## config.mk

```make
export PLATFORM = sky130hd
export DESIGN_NAME = ebsc_bus_strobe
export DESIGN_NICKNAME = d
export VERILOG_FILES = /design/src/ebsc_pkg.sv /design/src/ebsc_bus_strobe.sv /design/src/ebsc_phase_gen.sv /design/src/ebsc_pin_sync.sv
export VERILOG_INCLUDE_DIRS = /design/src
export SDC_FILE = /design/constraint.sdc
export NUM_CORES = 1
export LEC_CHECK = 0
export CELL_PAD_IN_SITES_DETAIL_PLACEMENT = 1
export CELL_PAD_IN_SITES_GLOBAL_PLACEMENT = 1
export CORE_ASPECT_RATIO = 1.75
export CORE_MARGIN = 3
export CORE_UTILIZATION = 45
export DETAILED_ROUTE_END_ITERATION = 8
export DONT_BUFFER_PORTS = 1
export PLACE_DENSITY_LB_ADDON = 0.08
export SLEW_MARGIN = 15
export SYNTH_ARGS = -nofsm -noshare
export SYNTH_HDL_FRONTEND = slang
export SYNTH_SLANG_ARGS = --single-unit
export TNS_END_PERCENT = 5
```

## constraint.sdc

```tcl
create_clock -name pclk -period 2.2 [get_ports pclk]
set_input_delay 0.22 -clock pclk [delete_from_list [all_inputs] [get_ports pclk]]
set_output_delay 0.22 -clock pclk [all_outputs]
set_load 0.01 [all_outputs]
```

## src/ebsc_defs.svh

```systemverilog
// Constants for the external bus strobe controller: offsets, fields, resets, timing.
// Assumes inclusion by bare name from the package and design modules.
`ifndef EBSC_DEFS_SVH
`define EBSC_DEFS_SVH

// ----------------------------------------
// Register indices and byte addresses
// ----------------------------------------
`define EBSC_IDX_AUX_CONTROL   8'h8E
`define EBSC_IDX_CLOCK_SPEED   8'h8F
`define EBSC_IDX_PORT3_LATCH   8'hB0
`define EBSC_IDX_BUS_CMD       8'hC0
`define EBSC_IDX_STATUS        8'hC1
`define EBSC_ADDR_AUX_CONTROL  12'h238
`define EBSC_ADDR_CLOCK_SPEED  12'h23C
`define EBSC_ADDR_PORT3_LATCH  12'h2C0
`define EBSC_ADDR_BUS_CMD      12'h300
`define EBSC_ADDR_STATUS       12'h304

// ----------------------------------------
// Reset values and fields
// ----------------------------------------
`define EBSC_RST_AUX_CONTROL   8'h08
`define EBSC_RST_CLOCK_SPEED   8'h00
`define EBSC_RST_PORT3_LATCH   8'hFF
`define EBSC_BIT_STROBE_OFF    0
`define EBSC_BIT_DOUBLE_SPEED  0
`define EBSC_BIT_WRITE_PIN     6
`define EBSC_BIT_READ_PIN      7
`define EBSC_MASK_AUX          8'h29
`define EBSC_MASK_CLOCK_SPEED_CONTROL        8'h7F

// ----------------------------------------
// Timing
// ----------------------------------------
`define EBSC_STD_PERIODS       4'hC
`define EBSC_X2_PERIODS        4'h6
`define EBSC_RESET_MCYCLES     2
`define EBSC_SYNC_STAGES       3

`endif

```

## src/ebsc_pkg.sv

```systemverilog
// Types for the external bus strobe controller.
// Assumes ebsc_defs.svh is on the include path.
`include "ebsc_defs.svh"

package ebsc_pkg;

   // Bus sequencer state, the kind of access chosen once per machine cycle.
   typedef enum logic [3:0] {
      EBSC_IDLE  = 4'b0001,
      EBSC_FETCH = 4'b0010,
      EBSC_DATA  = 4'b0100,
      EBSC_HOLD  = 4'b1000
   } ebsc_state_type;

   // Pin synchroniser: three flops, change taken once last two agree.
   function automatic logic ebsc_agree(input logic [2:0] s, input logic prev);
      ebsc_agree = (s[2] == s[1]) ? s[1] : prev;
   endfunction

endpackage
```

## src/ebsc_bus_strobe.sv

```systemverilog
// External bus strobe controller: ALE-type latch strobe, code read strobe,
// data read/write strobes, high address port, reset pin and code select.
// Assumes an APB master on pclk, one pclk per oscillator period.
//
// The APB interface to the registers was left to the implementer.
`timescale 1ns/1ns
`include "ebsc_defs.svh"

module ebsc_bus_strobe
   import ebsc_pkg::*;
(
   // APB slave
   input  wire logic        pclk,
   input  wire logic        presetn,
   input  wire logic        psel,
   input  wire logic        penable,
   input  wire logic        pwrite,
   input  wire logic [11:0] paddr,
   input  wire logic [31:0] pwdata,
   output logic             pready,
   output logic [31:0]      prdata,
   output logic             pslverr,
   // Core requests
   input  wire logic        fetch_req,
   input  wire logic        data_req,
   input  wire logic        data_write,
   input  wire logic        data_wide,
   input  wire logic [15:0] bus_addr,
   input  wire logic        watchdog_reset,
   input  wire logic        security_level1,
   // Pins (two-way pins: input, output, enable low while driving)
   input  wire logic        reset_pin_in,
   output logic             reset_pin_out,
   output logic             reset_pin_oe_n,
   input  wire logic        latch_pin_in,
   output logic             latch_strobe,
   output logic             latch_oe_n,
   output logic             code_read_strobe_n,
   input  wire logic        external_code_select,
   input  wire logic        flash_programming,
   output logic [7:0]       high_addr_port,
   output logic [7:0]       low_addr_out,
   output logic [7:0]       port3_out,
   // Status to the core
   output logic             device_reset,
   output logic             program_pulse_in,
   output logic             fetch_external
);

   // ----------------------------------------
   // Declarations
   // ----------------------------------------
   logic [7:0]  aux_reg, aux_next;
   logic [7:0]  clock_speed_control_reg, clock_speed_control_next;
   logic [7:0]  p3_reg, p3_next;
   logic        pready_reg, pready_next;
   logic [31:0] prdata_reg, prdata_next;
   logic        pslverr_reg, pslverr_next;
   logic [4:0]  rst_cnt_reg, rst_cnt_next;
   logic        dev_rst_reg, dev_rst_next;
   logic        ea_latch_reg, ea_latch_next;
   logic        ea_taken_reg, ea_taken_next;
   logic        ale_reg, ale_next;
   logic        code_read_strobe_n_reg, code_read_strobe_n_next;
   logic        wr_n_next, rd_n_next;
   logic [7:0]  p3o_reg;
   logic [7:0]  hi_reg, hi_next;
   logic [7:0]  lo_reg, lo_next;
   logic        rpo_reg, rpo_next, rpo_oe_n_reg;
   logic        program_pulse_in_reg, program_pulse_in_next, lat_oe_n_reg;
   logic        fext_reg, fext_next;
   ebsc_state_type st_reg, st_next;
   logic [3:0]  phase;
   logic        x2_active, cycle_end;
   logic        rst_level, ea_level, program_pulse_in_level;
   logic        ext_code, acc;
   logic [4:0]  rst_need;
   // ----------------------------------------
   // Submodules
   // ----------------------------------------
   ebsc_phase_gen u_phase (
      .pclk      (pclk),
      .presetn   (presetn),
      .x2_req    (clock_speed_control_reg[`EBSC_BIT_DOUBLE_SPEED]),
      .phase     (phase),
      .x2_active (x2_active),
      .cycle_end (cycle_end)
   );
   ebsc_pin_sync #(.RESET_VAL(1'b0)) u_rst_sync (
      .pclk (pclk), .presetn (presetn), .pin_in (reset_pin_in), .level_out (rst_level)
   );
   ebsc_pin_sync #(.RESET_VAL(1'b0)) u_ea_sync (
      .pclk (pclk), .presetn (presetn), .pin_in (external_code_select), .level_out (ea_level)
   );
   ebsc_pin_sync #(.RESET_VAL(1'b0)) u_program_pulse_in_sync (
      .pclk (pclk), .presetn (presetn), .pin_in (latch_pin_in), .level_out (program_pulse_in_level)
   );
   // Byte address to register index decode.
   function automatic logic [1:0] hit(input logic [11:0] a);
      hit = (a == `EBSC_ADDR_AUX_CONTROL) ? 2'h1 :
            (a == `EBSC_ADDR_CLOCK_SPEED) ? 2'h2 :
            (a == `EBSC_ADDR_PORT3_LATCH) ? 2'h3 : 2'h0;
   endfunction

   // ----------------------------------------
   // APB register file, one wait state
   // ----------------------------------------
   always_comb
   begin
      acc          = psel && penable && !pready_reg;
      aux_next     = aux_reg;
      clock_speed_control_next   = clock_speed_control_reg;
      p3_next      = p3_reg;
      pready_next  = acc;
      prdata_next  = prdata_reg;
      pslverr_next = 1'b0;
      if (acc && pwrite)
      begin
         case (hit(paddr))
            2'h1: aux_next = pwdata[7:0] & `EBSC_MASK_AUX;
            2'h2: clock_speed_control_next = pwdata[7:0] & `EBSC_MASK_CLOCK_SPEED_CONTROL;
            2'h3: p3_next = pwdata[7:0];
            default: pslverr_next = (paddr != `EBSC_ADDR_STATUS);
         endcase
      end
      else if (acc)
      begin
         case (hit(paddr))
            2'h1: prdata_next = {24'h0, aux_reg};
            2'h2: prdata_next = {24'h0, clock_speed_control_reg};
            2'h3: prdata_next = {24'h0, p3_reg};
            default:
            begin
               prdata_next  = (paddr == `EBSC_ADDR_STATUS) ?
                              {26'h0, x2_active, ea_latch_reg, fext_reg, st_reg[2], dev_rst_reg, program_pulse_in_reg} : 32'h0;
               pslverr_next = (paddr != `EBSC_ADDR_STATUS);
            end
         endcase
      end
   end

   // ----------------------------------------
   // Reset pin qualifier and code select latch
   // ----------------------------------------
   always_comb
   begin
      // count two machine cycles of periods
      rst_need      = {1'b0, (x2_active ? `EBSC_X2_PERIODS : `EBSC_STD_PERIODS)} << 1;
      rst_cnt_next  = rst_level ? ((rst_cnt_reg < rst_need) ? rst_cnt_reg + 5'd1 : rst_cnt_reg) : 5'd0;
      dev_rst_next  = (rst_cnt_reg >= rst_need) || watchdog_reset;
      rpo_next      = watchdog_reset;
      // take code select at first cycle end, once the synchroniser has settled
      ea_taken_next = dev_rst_reg ? 1'b0 : (ea_taken_reg || cycle_end);
      ea_latch_next = (!ea_taken_reg) ? ea_level : ea_latch_reg;
      program_pulse_in_next     = flash_programming ? program_pulse_in_level : 1'b0;
   end
   assign ext_code = security_level1 ? !ea_latch_reg : !ea_level;
   // ----------------------------------------
   // Bus sequencer and strobes
   // ----------------------------------------
   always_comb
   begin
      logic [3:0] half;
      logic       first_half;
      half         = x2_active ? 4'h3 : 4'h6;
      first_half   = phase < half;
      st_next      = st_reg;
      hi_next      = hi_reg;
      lo_next      = lo_reg;
      wr_n_next    = 1'b1;
      rd_n_next    = 1'b1;
      fext_next    = ext_code && fetch_req;
      if (cycle_end)
         st_next = data_req ? EBSC_DATA : (fetch_req ? (ext_code ? EBSC_FETCH : EBSC_HOLD) : EBSC_IDLE);
      case (st_reg)
         EBSC_FETCH:
         begin
            // latch pulse at start of each half
            ale_next    = (phase == 4'h0) || (phase == half);
            code_read_strobe_n_next = !((phase == 4'h2) || (phase == half + 4'h2));
            hi_next     = bus_addr[15:8];
            lo_next     = bus_addr[7:0];
         end
         EBSC_DATA:
         begin
            // one latch pulse only, second skipped
            ale_next    = (phase == 4'h0) && !flash_programming;
            code_read_strobe_n_next = 1'b1;
            hi_next     = data_wide ? bus_addr[15:8] : p3_reg;
            lo_next     = bus_addr[7:0];
            wr_n_next   = !(data_write && !first_half);
            rd_n_next   = !(!data_write && !first_half);
         end
         EBSC_HOLD, EBSC_IDLE:
         begin
            // internal fetch or idle: no code strobe, latch only if enabled
            ale_next    = !aux_reg[`EBSC_BIT_STROBE_OFF] && ((phase == 4'h0) || (phase == half));
            code_read_strobe_n_next = 1'b1;
         end
         default:
         begin
            ale_next    = 1'b0;
            code_read_strobe_n_next = 1'b1;
         end
      endcase
      if (flash_programming)
         ale_next = 1'b0;
   end
   // ----------------------------------------
   // State registers
   // ----------------------------------------
   always_ff @(posedge pclk or negedge presetn)
   begin
      if (!presetn)
      begin
         aux_reg      <= `EBSC_RST_AUX_CONTROL;
         clock_speed_control_reg    <= `EBSC_RST_CLOCK_SPEED;
         p3_reg       <= `EBSC_RST_PORT3_LATCH;
         pready_reg   <= 1'b0;
         prdata_reg   <= 32'h0;
         pslverr_reg  <= 1'b0;
         rst_cnt_reg  <= 5'd0;
         dev_rst_reg  <= 1'b1;
         ea_latch_reg <= 1'b1;
         ea_taken_reg <= 1'b0;
         rpo_reg      <= 1'b0;
         rpo_oe_n_reg <= 1'b1;
         program_pulse_in_reg     <= 1'b0;
         lat_oe_n_reg <= 1'b0;
         fext_reg     <= 1'b0;
         st_reg       <= EBSC_IDLE;
         ale_reg      <= 1'b0;
         code_read_strobe_n_reg   <= 1'b1;
         p3o_reg      <= `EBSC_RST_PORT3_LATCH;
         hi_reg       <= 8'hFF;
         lo_reg       <= 8'hFF;
      end
      else
      begin
         aux_reg      <= aux_next;
         clock_speed_control_reg    <= clock_speed_control_next;
         p3_reg       <= p3_next;
         pready_reg   <= pready_next;
         prdata_reg   <= prdata_next;
         pslverr_reg  <= pslverr_next;
         rst_cnt_reg  <= rst_cnt_next;
         dev_rst_reg  <= dev_rst_next;
         ea_latch_reg <= ea_latch_next;
         ea_taken_reg <= ea_taken_next;
         rpo_reg      <= rpo_next;
         rpo_oe_n_reg <= !rpo_next;
         program_pulse_in_reg     <= program_pulse_in_next;
         lat_oe_n_reg <= flash_programming;
         fext_reg     <= fext_next;
         // strobes held idle while device reset stands
         st_reg       <= dev_rst_reg ? EBSC_IDLE : st_next;
         ale_reg      <= dev_rst_reg ? 1'b0 : ale_next;
         code_read_strobe_n_reg   <= dev_rst_reg ? 1'b1 : code_read_strobe_n_next;
         p3o_reg      <= {(dev_rst_reg | rd_n_next) & p3_next[7], (dev_rst_reg | wr_n_next) & p3_next[6],
                          p3_next[5:0]};
         hi_reg       <= hi_next;
         lo_reg       <= lo_next;
      end
   end

   // ----------------------------------------
   // Outputs, all from flops
   // ----------------------------------------
   assign pready             = pready_reg;
   assign prdata             = prdata_reg;
   assign pslverr            = pslverr_reg;
   assign latch_strobe       = ale_reg;
   assign latch_oe_n         = lat_oe_n_reg; // Released for all of programming, so the pulse can come in.
   assign code_read_strobe_n = code_read_strobe_n_reg;
   assign high_addr_port     = hi_reg;
   assign low_addr_out       = lo_reg;
   assign port3_out          = p3o_reg;
   assign reset_pin_out      = rpo_reg;
   assign reset_pin_oe_n     = rpo_oe_n_reg;
   assign device_reset       = dev_rst_reg;
   assign program_pulse_in   = program_pulse_in_reg;
   assign fetch_external     = fext_reg;
endmodule // ebsc_bus_strobe

```

## src/ebsc_phase_gen.sv

```systemverilog
// Machine-cycle phase generator: oscillator-period enable counter.
// Assumes one pclk per oscillator period; x2 retimed at cycle boundary.
`timescale 1ns/1ns

module ebsc_phase_gen
   import ebsc_pkg::*;
(
   // Clock and reset
   input  wire logic       pclk,
   input  wire logic       presetn,
   // Mode request and phase outputs
   input  wire logic       x2_req,
   output logic [3:0]      phase,
   output logic            x2_active,
   output logic            cycle_end
);

   logic [3:0] phase_reg;
   logic [3:0] phase_next;
   logic       x2_reg;
   logic       x2_next;
   logic [3:0] last;

   // Mode only changes at a cycle boundary, so no short cycle appears.
   always_comb
   begin
      last       = x2_reg ? (`EBSC_X2_PERIODS - 4'h1) : (`EBSC_STD_PERIODS - 4'h1);
      phase_next = (phase_reg == last) ? 4'h0 : phase_reg + 4'h1;
      x2_next    = (phase_reg == last) ? x2_req : x2_reg;
   end

   // Registers.
   always_ff @(posedge pclk or negedge presetn)
   begin
      if (!presetn)
      begin
         phase_reg <= 4'h0;
         x2_reg    <= 1'b0;
      end
      else
      begin
         phase_reg <= phase_next;
         x2_reg    <= x2_next;
      end
   end

   assign phase     = phase_reg;
   assign x2_active = x2_reg;
   assign cycle_end = (phase_reg == last);

endmodule // ebsc_phase_gen

```

## src/ebsc_pin_sync.sv

```systemverilog
// Three-flop pin synchroniser with agreement filter.
// Assumes an asynchronous, clock-free input pin.
`timescale 1ns/1ns

module ebsc_pin_sync
   import ebsc_pkg::*;
#(
   parameter logic RESET_VAL = 1'b0
)
(
   // Clock and reset
   input  wire logic pclk,
   input  wire logic presetn,
   // Pin and filtered level
   input  wire logic pin_in,
   output logic      level_out
);

   logic [2:0] stage_reg;
   logic [2:0] stage_next;
   logic       level_reg;
   logic       level_next;

   // The first stage feeds only the second; the filter reads stages two and three.
   always_comb
   begin
      stage_next = {stage_reg[1:0], pin_in};
      level_next = ebsc_agree(stage_reg, level_reg);
   end

   // Registers.
   always_ff @(posedge pclk or negedge presetn)
   begin
      if (!presetn)
      begin
         stage_reg <= {3{RESET_VAL}};
         level_reg <= RESET_VAL;
      end
      else
      begin
         stage_reg <= stage_next;
         level_reg <= level_next;
      end
   end

   assign level_out = level_reg;

endmodule // ebsc_pin_sync

```

## Word level (Yosys, flattened, before mapping)

Index checks and enable logic that the tools add are counted.

- Multiplexer cells: 33
- Bitwise logic cells: 5
- Reduce and logical (&&, ||, !) cells: 32
- $add $sub $neg: 3
- Magnitude comparators: 3
- Equal/unequal tests: 20

Operators by type and width:

| operator | number |
|---|---|
| $eq 12x10->1 const B | 4 |
| $mux 4 | 8 |
| $mux 8 | 3 |
| $pmux 8 s3 | 1 |
| $pmux 8 s2 | 1 |
| $mux 1 | 12 |
| $ne 12x10->1 const B | 1 |
| $logic_not 1->1 | 11 |
| $mux 5 | 2 |
| $eq 4x2->1 const B | 2 |
| $eq 4x4->1 | 2 |
| $logic_and 1x1->1 | 8 |
| $mux 2 | 3 |
| $mux 6 | 1 |
| $reduce_and 2->1 | 3 |
| $add 5x1->5 const B | 1 |
| $ge 5x5->1 | 1 |
| $lt 5x5->1 | 1 |
| $add 3x2->4 const B | 1 |
| $add 4x1->4 const B | 1 |
| $eq 2x2->1 const B | 2 |
| $eq 4x1->1 const B | 1 |
| $eq 4x3->1 | 1 |
| $eq 4x3->1 const B | 1 |
| 15 further kinds | 24 |

- Bits of input ports: 75
- Output and inout bits: 66
- Register bits: 112
- Word-level logic and storage cells: 125

## Logic depth before layout (Yosys ltp)

Gate-level depths: netlist (run 1).

- Depth after elaboration: 9
- Depth in mapped cells: 6
- Gate-level depth less buffers: 6

## By module

Synthesis (run 1) repeated with hierarchy kept, for this count alone.

- Cells, all modules: 340
- Area, all modules: 3976.3 µm²

By module, submodules not included:

| module | area each (µm²) | times used | cells an instance |
|---|---|---|---|
| ebsc_bus_strobe | 3372.0 | 1 | 301 |
| ebsc_pin_sync | 111.4 | 3 | 5 |
| ebsc_phase_gen | 270.3 | 1 | 24 |

## Worst setup path before layout (run 1)

No wires, ideal clock.

- Kind: register -> register
- Start point: reg u_phase.phase_reg[3] (netlist: u_phase.phase[3])
- End point: reg u_phase.x2_reg (netlist: u_phase.x2_active)
- Stages on the path, launching flop included: 5
- Period minus slack after synthesis: 1817 ps
- Setup time: 125 ps
- Slack: 383 ps
- Buffers on the path: 1
- Arrival time: 1692 ps
- Cell sequence: dfrtp_1 -> buf_2 -> or3b_1 -> a211oi_4 -> mux2_2

- Word-level cells in the longest chain between the ends: 1

RTL lines:

| item | RTL line | source |
|---|---|---|
| from (decl) | ebsc_phase_gen.sv:18 | `logic [3:0] phase_reg;` |
| from (signal assigned) | ebsc_phase_gen.sv:42 | `phase_reg <= phase_next;` |
| $eq 4x4->1 | ebsc_phase_gen.sv:29 | `x2_next = (phase_reg == last) ? x2_req : x2_reg;` |
| to (signal assigned) | ebsc_phase_gen.sv:43 | `x2_reg <= x2_next;` |
| to (decl) | ebsc_phase_gen.sv:20 | `logic x2_reg;` |

No other way between the ends.
A chain may end at the register's enable or synchronous reset.

## Worst setup path after layout (run 1)

- Start point: reg u_phase.x2_reg (netlist: u_phase.x2_active)
- End point: reg p3o_reg[6] (netlist: port3_out[6])

- Word-level cells in the longest chain between the ends: 8

RTL lines:

| item | RTL line | source |
|---|---|---|
| $mux 3 | ebsc_bus_strobe.sv:165 | `half = x2_active ? 4'h3 : 4'h6;` |
| $lt 4x3->1 | ebsc_bus_strobe.sv:166 | `first_half = phase < half;` |
| $logic_not 1->1 | ebsc_bus_strobe.sv:191 | `wr_n_next = !(data_write && !first_half);` |
| $logic_and 1x1->1 | ebsc_bus_strobe.sv:191 |  |
| $logic_not 1->1 | ebsc_bus_strobe.sv:191 |  |
| $mux 1 | ebsc_bus_strobe.sv:175 | `case (st_reg)` |
| $or 1x1->1 | ebsc_bus_strobe.sv:259 | `p3o_reg <= {(dev_rst_reg \| rd_n_next) & p3_next[7], (dev_rst_reg \| wr_n_next) & p3_next[6],` |
| $and 1x1->1 | ebsc_bus_strobe.sv:259 |  |
| to (signal assigned) | ebsc_bus_strobe.sv:234 | `` p3o_reg <= `EBSC_RST_PORT3_LATCH; `` |
| to (signal assigned) | ebsc_bus_strobe.sv:259 |  |
| to (decl) | ebsc_bus_strobe.sv:66 | `logic [7:0] p3o_reg;` |

No other way between the ends.

==> impl_results.md, run 1 <==
- Status: finished clean
- Site Rows: between 40 and 50
- DRC violations left: 0
- F_max: slightly below 500 MHz
- Synth top area share: 0.322
- Fin Clk Skew: roughly 7.4 ps
- Slew @ Worst Pin: about 820 ps
- Most common library cells after synthesis: dfrtp_1 (50), dfstp_2 (32), mux2_2 (31)
- Hold endpoint: port3_out[7]$_DFF_PN1_
- Post-synth EDFFs: 0
- Inserted Clock Buffers: 9
- R2R Setup Slk: ~190 ps
- Max-slew violation count: 0
- H-tree Lvls: 3
- Reg2Reg Launch Point: u_phase.x2_active$_DFFE_PN0P_
- Worst setup path class: reg -> reg
- Final hold vios: 0
- Dominant cells by area after synthesis: dfrtp_1 (32%), dfstp_2 (22%), mux2_2 (9.0%)
- FF+latch count, synth: a little over 80
- Slowest cell on the critical path: dfrtp_1
- Worst Setup Start Kind: register
- Crit path required time: approximately 2500 ps
- GRT Util Overall: 0.195
- Clock sinks: approximately 80
- Mapped Cells: 325
- Synth warn: 0
- Most numerous cell in the Yosys netlist: dfrtp_1
- Vias: around 2500
- CP Depth: 6
- Hold path start: pwdata[7]
- Core footprint: 0.00837 sq mm
- Normalized max-slew margin: 0.453
- Final setup violation count: 0
- Top delay family on crit path: compound AO/OA/AOI/OAI gates
- Pwr/cell area: 832 mW/mm^2
- Buf/Inv on CP: 1
- Post-synth ARST share: 1.00
- Final core utilization: 0.530
- Antenna violations before repair: 0
- Initial core utilization: 0.465
- RSZ-0062 raised after global routing: false
- Sequential-to-total area share from yosys stat: 0.538
- Hold WS: 16.8 ps
- Die H: between 100 and 150 um
- Share of post-route cells with drive strength above 1: 0.273
- Synthesized area: 0.00389 sq mm
- Detail Route Antenna Nets: 0
- R2r endpoint: port3_out[6]$_DFF_PN1_
- CP Max Fanout: 6
- Worst hold-check path type: in -> reg
- Final Wtd Congestion: ~0.75
- Die W: around 76 um
- Postcts setup bufs: 0
- Fin cells: ~470
- Vias in the first global route: between 2000 and 3000
- Via density: about 5.4
- Post-DP Area: around 0.004 sq mm
- Top_reg_cell synth: dfrtp_1
- Crit. End Element: register
- Final Critical Period: 2010 ps
- Placed cell count: 436
- ANT cells: 0
- IO Count: between 100 and 150
- Fin crit share: 0.915
- VDD IR-drop max: approximately 0.42 mV
- Synthesized area per cell: 12.0 sq um
- Buffers on Ports: 0
- TritonCTS clock tree: yes
- Largest net degree at the start of global routing: 83
- Overflow after GRT: 0
- Clk buf depth: 2
- Pre-antenna DRT Iters: 4
- Yosys top cell by area: dfrtp_1
- Clk root buf: clkbuf_16
- DIE AREA: around 0.01 sq mm
- Highest cell delay on the worst timing path: 460 ps
- R2R depth: 6
- Area grow syn2layout: 14.1%
- Critical Path Start: u_phase.x2_active$_DFFE_PN0P_
- Hold-critical path depth: 2
- Critical path cell sequence: ha_1, and3b_1, o311ai_1, buf_4, nand2_1, o21ai_0
- Initial drt markers: 72
- Worst skew pair latency: 330 ps
- Total wire length: 9160 um
- Distinct cells, synth: 48
- Arrival @ worst endpoint: approximately 2300 ps
- Final Total Pwr: 3.69 mW
- First-pass GRT wire length: about 15000 um
- Leak: approximately 2.0 nW
- WL per Instance: about 20 um
- Post-DP HPWL: 6870 um
- Fin nets: ~430
- Max Cap Viol: 0
- Design Area, Final: 0.00444 sq mm
- Worst-path clk slew: 60 ps
-- how the worst max path moves through the flow --
| stage | to | slack, ps |
|---|---|---|
| final | port3_out[6]$_DFF_PN1_ | 190 |
| after global routing | high_addr_port[5]$_DFFE_PN1P_ | 20 |
| after CTS | port3_out[6]$_DFF_PN1_ | 120 |
| after detailed placement | port3_out[6]$_DFF_PN1_ | -40 |
| after global placement | port3_out[6]$_DFF_PN1_ | -70 |
| after floorplan | u_phase.x2_active$_DFFE_PN0P_ | 380 |
-- per-layer routing --
layer  track usage  vias to the layer above  wire length [um]
met5             0                        -                 0
met4        0.0768                        0               123
met3        0.0574                       10               531
met2         0.383                       65              5490
met1         0.187                     1300              3020
li1              -                     1149                 -
-- timing repair --
item,CTS,global route
resized for setup,1,0
setup endpoints to repair,1,0
hold buffers,15,0
endpoints found under the hold margin,96,0
-- cells in the final DEF (no fill, tap or decap), drive strengths merged, types with 6 or more instances in the layout --
cell type,n
dfrtp,50
dfstp,32
mux2,31
conb,24
nor2,19
nand2,18
dlygate4sd3,14
inv,12
buf,12
clkbuf,11
nand4,9
ha,9
nand3,9
a22o,8
a21o,8
and2,7
mux2i,6
a22oi,6
o211ai,6
-- power by group --
| part | internal [mW] | switching, mW |
|---|---|---|
| combinational | 0.139 | 0.143 |
| sequential | 1.67 | 0.124 |
| clock | 1.03 | 0.588 |
-- worst reg2reg max path: cells and delay by family (launching register included) --
kind / cells / cell delay [ps]
AO/OA/AOI/OAI: 2 / 600
buffers and inverters: 1 / 200
flip-flops: 1 / 460
adder cells (fa/ha/maj): 1 / 390
AND/OR/NAND/NOR: 2 / 270
-- metrics by stage --
stage | setup TNS, ps | worst slack, ps
after floorplan | 0 | 383
after global placement | -69.9 | -69.9
after detailed placement | -44.8 | -44.8
after CTS | 0 | 124
after global routing | 0 | 22.0
final | 0 | 188
-- area by class of cell --
class | instances | area, sq um
sequential | 82 | 2090
tap | 115 | 144
clock inverter | 5 | 85.1
fill | 909 | 3930
timing repair buffer | 26 | 250
clock buffer | 11 | 243
inverter | 11 | 41.3
multi-input combinational | 217 | 1580
-- cells by family (layout without fill, tap and decap cells) --
group,Yosys count,after routing,synth area share
flip-flops,82,82,0.538
AO/OA/AOI/OAI,45,45,0.0901
buffers and inverters,49,53,0.0772
other,1,24,0.000964
AND/OR/NAND/NOR,94,94,0.141
XOR/XNOR,5,5,0.0113
multiplexers,37,37,0.105
adder cells (fa/ha/maj),12,12,0.0367
No activity file was read; power rests on OpenSTA's default activity.
==> run 2: changes to the inputs <==
- ABC_AREA: default -> 1
- CTS_BUF_LIST: default -> sky130_fd_sc_hd__clkbuf_4 sky130_fd_sc_hd__clkbuf_8
==> run 2 against run 1 <==
  * Maximum frequency is 13% higher
  * Non-clock buffer count shrank 2
  * Register-to-register slack gained 230 ps
  * Cell area grew 0.39%
  * Via count up 14%
  * Utilization shrank 2.0 points
  * Flip-flop and latch count is the same
  * Die area rose by 4.0%
  * Wire length rose by 7.2%
  * Worst setup slack gained 230 ps
==> impl_results.md, run 2 <==
- Post-synth EDFFs: 0 (unchanged)
- ANT cells: 0 (unchanged)
- DIE AREA: 0.0102 sq mm (+4.0%)
- Synthesized area: 0.00406 sq mm (+4.3%)
- Top_reg_cell synth: dfrtp_1
- Worst-path clk slew: 90 ps (+30 ps)
- Via density: 5.01 (-7.3%)
- Fillcell total: 1042 (+15%)
- Fin cells: 575 (+23%)
- Net Sw Frac: 0.275 (+0.0435)
- Most common library cells after synthesis: nand2_1 (64), dfrtp_1 (50), nand3_1 (50)
- Hold-critical path depth: 2 (unchanged)
- VDD IR-drop max: 0.466 mV (+10%)
- Die H: 132 um (+2.0%)
- Worst Setup Start Kind: register
- Largest net degree at the start of global routing: 83 (unchanged)
- Yosys top cell by area: dfrtp_1
- P_int: 2.32 mW (-18%)
- Design Area, Final: 0.00446 sq mm (+0.39%)
- R2R depth: 7 (+1)
- Switch Pwr: 0.883 mW (+3.2%)
- Most common cell after layout, fill and taps aside: nand2_1
- Arrival @ worst endpoint: 2030 ps (-230 ps)
- CP Max Fanout: 9 (+3)
- Place WS: 419 ps (+464 ps)
- Worst hold-check path type: in -> reg
- Hold endpoint: port3_out[2]$_DFFE_PN1P_
- RSZ-0062 raised after global routing: false
- Vias: 2880 (+14%)
- Status: finished clean
- Leak: 2.08 nW (+3.5%)
- Worst setup path class: reg -> reg
- Fin crit share: 0.808 (-0.106)
- Vias in the first global route: 3149 (+14%)
- Cts repair resizes: 0 (-1)
- Sequential-to-total area share from yosys stat: 0.516 (-0.0222)
- DRC violations left: 0 (unchanged)
- Clk buf depth: 2 (unchanged)
- Most frequent cells in the layout: nand2_1 (64), nand3_1 (50), dfrtp_1 (50)
- Inserted Clock Buffers: 9 (unchanged)
- R2R Setup Slk: 420 ps (+230 ps)
- Reg2Reg Launch Point: u_phase.x2_active$_DFFE_PN0P_
- Fin Clk Skew: 10.0 ps (+2.59 ps)
- Crit. End Element: register
- Total wire length: 9820 um (+7.2%)
- GRT busiest layer: met2
- Placed cell count: 539 (+24%)
- Most numerous cell in the Yosys netlist: nand2_1
- Site Rows: 45 (+2.3%)
- Max-slew violation count: 0 (unchanged)
- Met2 usage: 0.370 (-0.0133)
- H-tree Lvls: 3 (unchanged)
- Overflow after GRT: 0 (unchanged)
- F_max: 562 MHz (+13%)
- Clk root buf: clkbuf_8
- Met1 Use GR: 0.205 (+0.0173)
- Pwr/cell area: 720 mW/mm^2 (-13%)
- Dominant cells by area after synthesis: dfrtp_1 (31%), dfstp_2 (21%), nand3_1 (6.2%)
- Final Wtd Congestion: 0.886 (+18%)
- Post-synth ARST share: 1.00 (unchanged)
- Final hold vios: 0 (unchanged)
- Final Critical Period: 1780 ps (-234 ps)
- Detail Route Antenna Nets: 0 (unchanged)
- Final setup violation count: 0 (unchanged)
- Buffers on Ports: 0 (unchanged)
- Antenna violations before repair: 0 (unchanged)
- Gate power share: 0.090 (+0.013)
- WL per Instance: 17.1 um (-13%)
- Synthesized area per cell: 9.37 sq um (-22%)
- First-pass GRT wire length: 16000 um (+8.8%)
- R2r endpoint: rst_cnt_reg[4]$_DFFE_PN0P_
- Worst skew pair latency: 360 ps (+30 ps)
- FF+latch count, synth: 82 (unchanged)
- Crit path required time: 2450 ps (about the same)
- Distinct cells, synth: 37 (-23%)
- Reg power frac: 0.565 (+0.080)
- Area grow syn2layout: 9.84%
- IO Count: 141 (unchanged)
- Share of post-route cells with drive strength above 1: 0.197 (-0.0762)
- GR Layer Usage met3: 0.0514 (-0.00598)
- Synth top area share: 0.308 (-0.0133)
- Max Cap Viol: 0 (unchanged)
- Initial core utilization: 0.465 (about the same)
- Core footprint: 0.00873 sq mm (+4.3%)
- Pre-antenna DRT Iters: 4 (unchanged)
- Synth warn: 0 (unchanged)
- Mapped Cells: 433 (+33%)
- Post-DP HPWL: 7370 um (+7.3%)
- Setup slack after layout: 422 ps (+234 ps)
- Fin nets: 537 (+25%)
- Clock power share: 0.345 (-0.094)
- TritonCTS clock tree: yes
- GRT Util Overall: 0.203 (+0.00811)
- Clock sinks: 82 (unchanged)
- Post-DP Area: 0.00404 sq mm (+2.4%)
- Hold path start: pwdata[2]
- Setup TNS: 0 ps (unchanged)
- Die W: 77.8 um (+2.0%)
- Initial drt markers: 129 (+79%)
run 2: cell count changes after synthesis, sizes merged, moves of 7 or more:
cell / before / now
nor2: 19 / 57
and2: 7 / 0
nand2: 18 / 70
nand3: 9 / 52
mux2: 31 / 8
o21ai: 5 / 32
inv: 11 / 47
a21o: 8 / 0
a22o: 8 / 0
run 2: how the worst max path moves through the flow:
| stage | cells past startpoint | start | end | slack (ps) |
|---|---|---|---|---|
| 2_1_floorplan | 7 | u_phase.x2_active$_DFFE_PN0P_ | rst_cnt_reg[4]$_DFFE_PN0P_ | 730 |
| 6_report | 7 | u_phase.x2_active$_DFFE_PN0P_ | rst_cnt_reg[4]$_DFFE_PN0P_ | 420 |
| 4_1_cts | 7 | u_phase.x2_active$_DFFE_PN0P_ | rst_cnt_reg[4]$_DFFE_PN0P_ | 400 |
| 5_1_grt | 7 | u_phase.x2_active$_DFFE_PN0P_ | rst_cnt_reg[4]$_DFFE_PN0P_ | 220 |
| 3_5_place_dp | 7 | u_phase.x2_active$_DFFE_PN0P_ | rst_cnt_reg[4]$_DFFE_PN0P_ | 420 |
| 3_3_place_gp | 7 | u_phase.x2_active$_DFFE_PN0P_ | rst_cnt_reg[4]$_DFFE_PN0P_ | 500 |
run 2: area by class of cell:
type / count / area [sq um] / area share
Sequential cell: 82 / 2090 / 0.470
Multi-Input combinational cell: 289 / 1590 / 0.357
Timing Repair Buffer: 24 / 248 / 0.0556
Inverter: 47 / 176 / 0.0396
Tap cell: 117 / 146 / 0.0329
Clock buffer: 9 / 124 / 0.0278
Clock inverter: 7 / 77.6 / 0.0174
run 2: per-layer routing:
layer / part of all wire / routed length, um
met5: 0 / 0
met4: 0.037 / 366
met3: 0.052 / 507
met2: 0.56 / 5510
met1: 0.35 / 3440
run 2: critical path, stage by stage, from the launching register on:
cell and delay [ps]:
dfrtp_1 560, ha_1 310, nand2_1 80, o21bai_2 120, nor3_1 350, nand3_1 120
nand2_1 80, nor2_1 40
run 2: repair_timing:
action,4_1_cts,5_1_grt
endpoints found under the hold margin,104,0
setup buffers,0,0
hold buffers,20,0
run 2: cell families (layout without fill, tap and decap cells):
kind of cell    count (synthesis)  in the layout  share of synthesized area
simple gates                  193            193                      0.226
buf+inv                        85             87                      0.113
flops                          82             82                      0.516
compound gates                 49             49                     0.0799
fa+ha+maj                      12             12                     0.0352
mux                             8              8                     0.0222
xor+xnor                        3              3                    0.00648
other cells                     1             24                   0.000924
run 2: power groups by stage:
| stage | combinational (mW) | clock [mW] | sequential, mW |
|---|---|---|---|
| after CTS | 0.293 | 1.15 | 1.82 |
| after global routing | 0.329 | 1.20 | 1.83 |
| after global placement | 0.215 | 0 | 1.84 |
| after floorplan | 0.224 | 0 | 1.80 |
| final | 0.288 | 1.11 | 1.81 |
| after detailed placement | 0.227 | 0 | 1.84 |
run 2: through the flow:
stage	power [mW]	hold slack, ps	util
final	3.21	17.4	0.511
after global routing	3.36	10.5	0.511
after CTS	3.26	0.528	0.511
after detailed placement	2.07	-72.5	0.463
after global placement	2.05	-72.5	0.463
after floorplan	2.03	-75.6	-
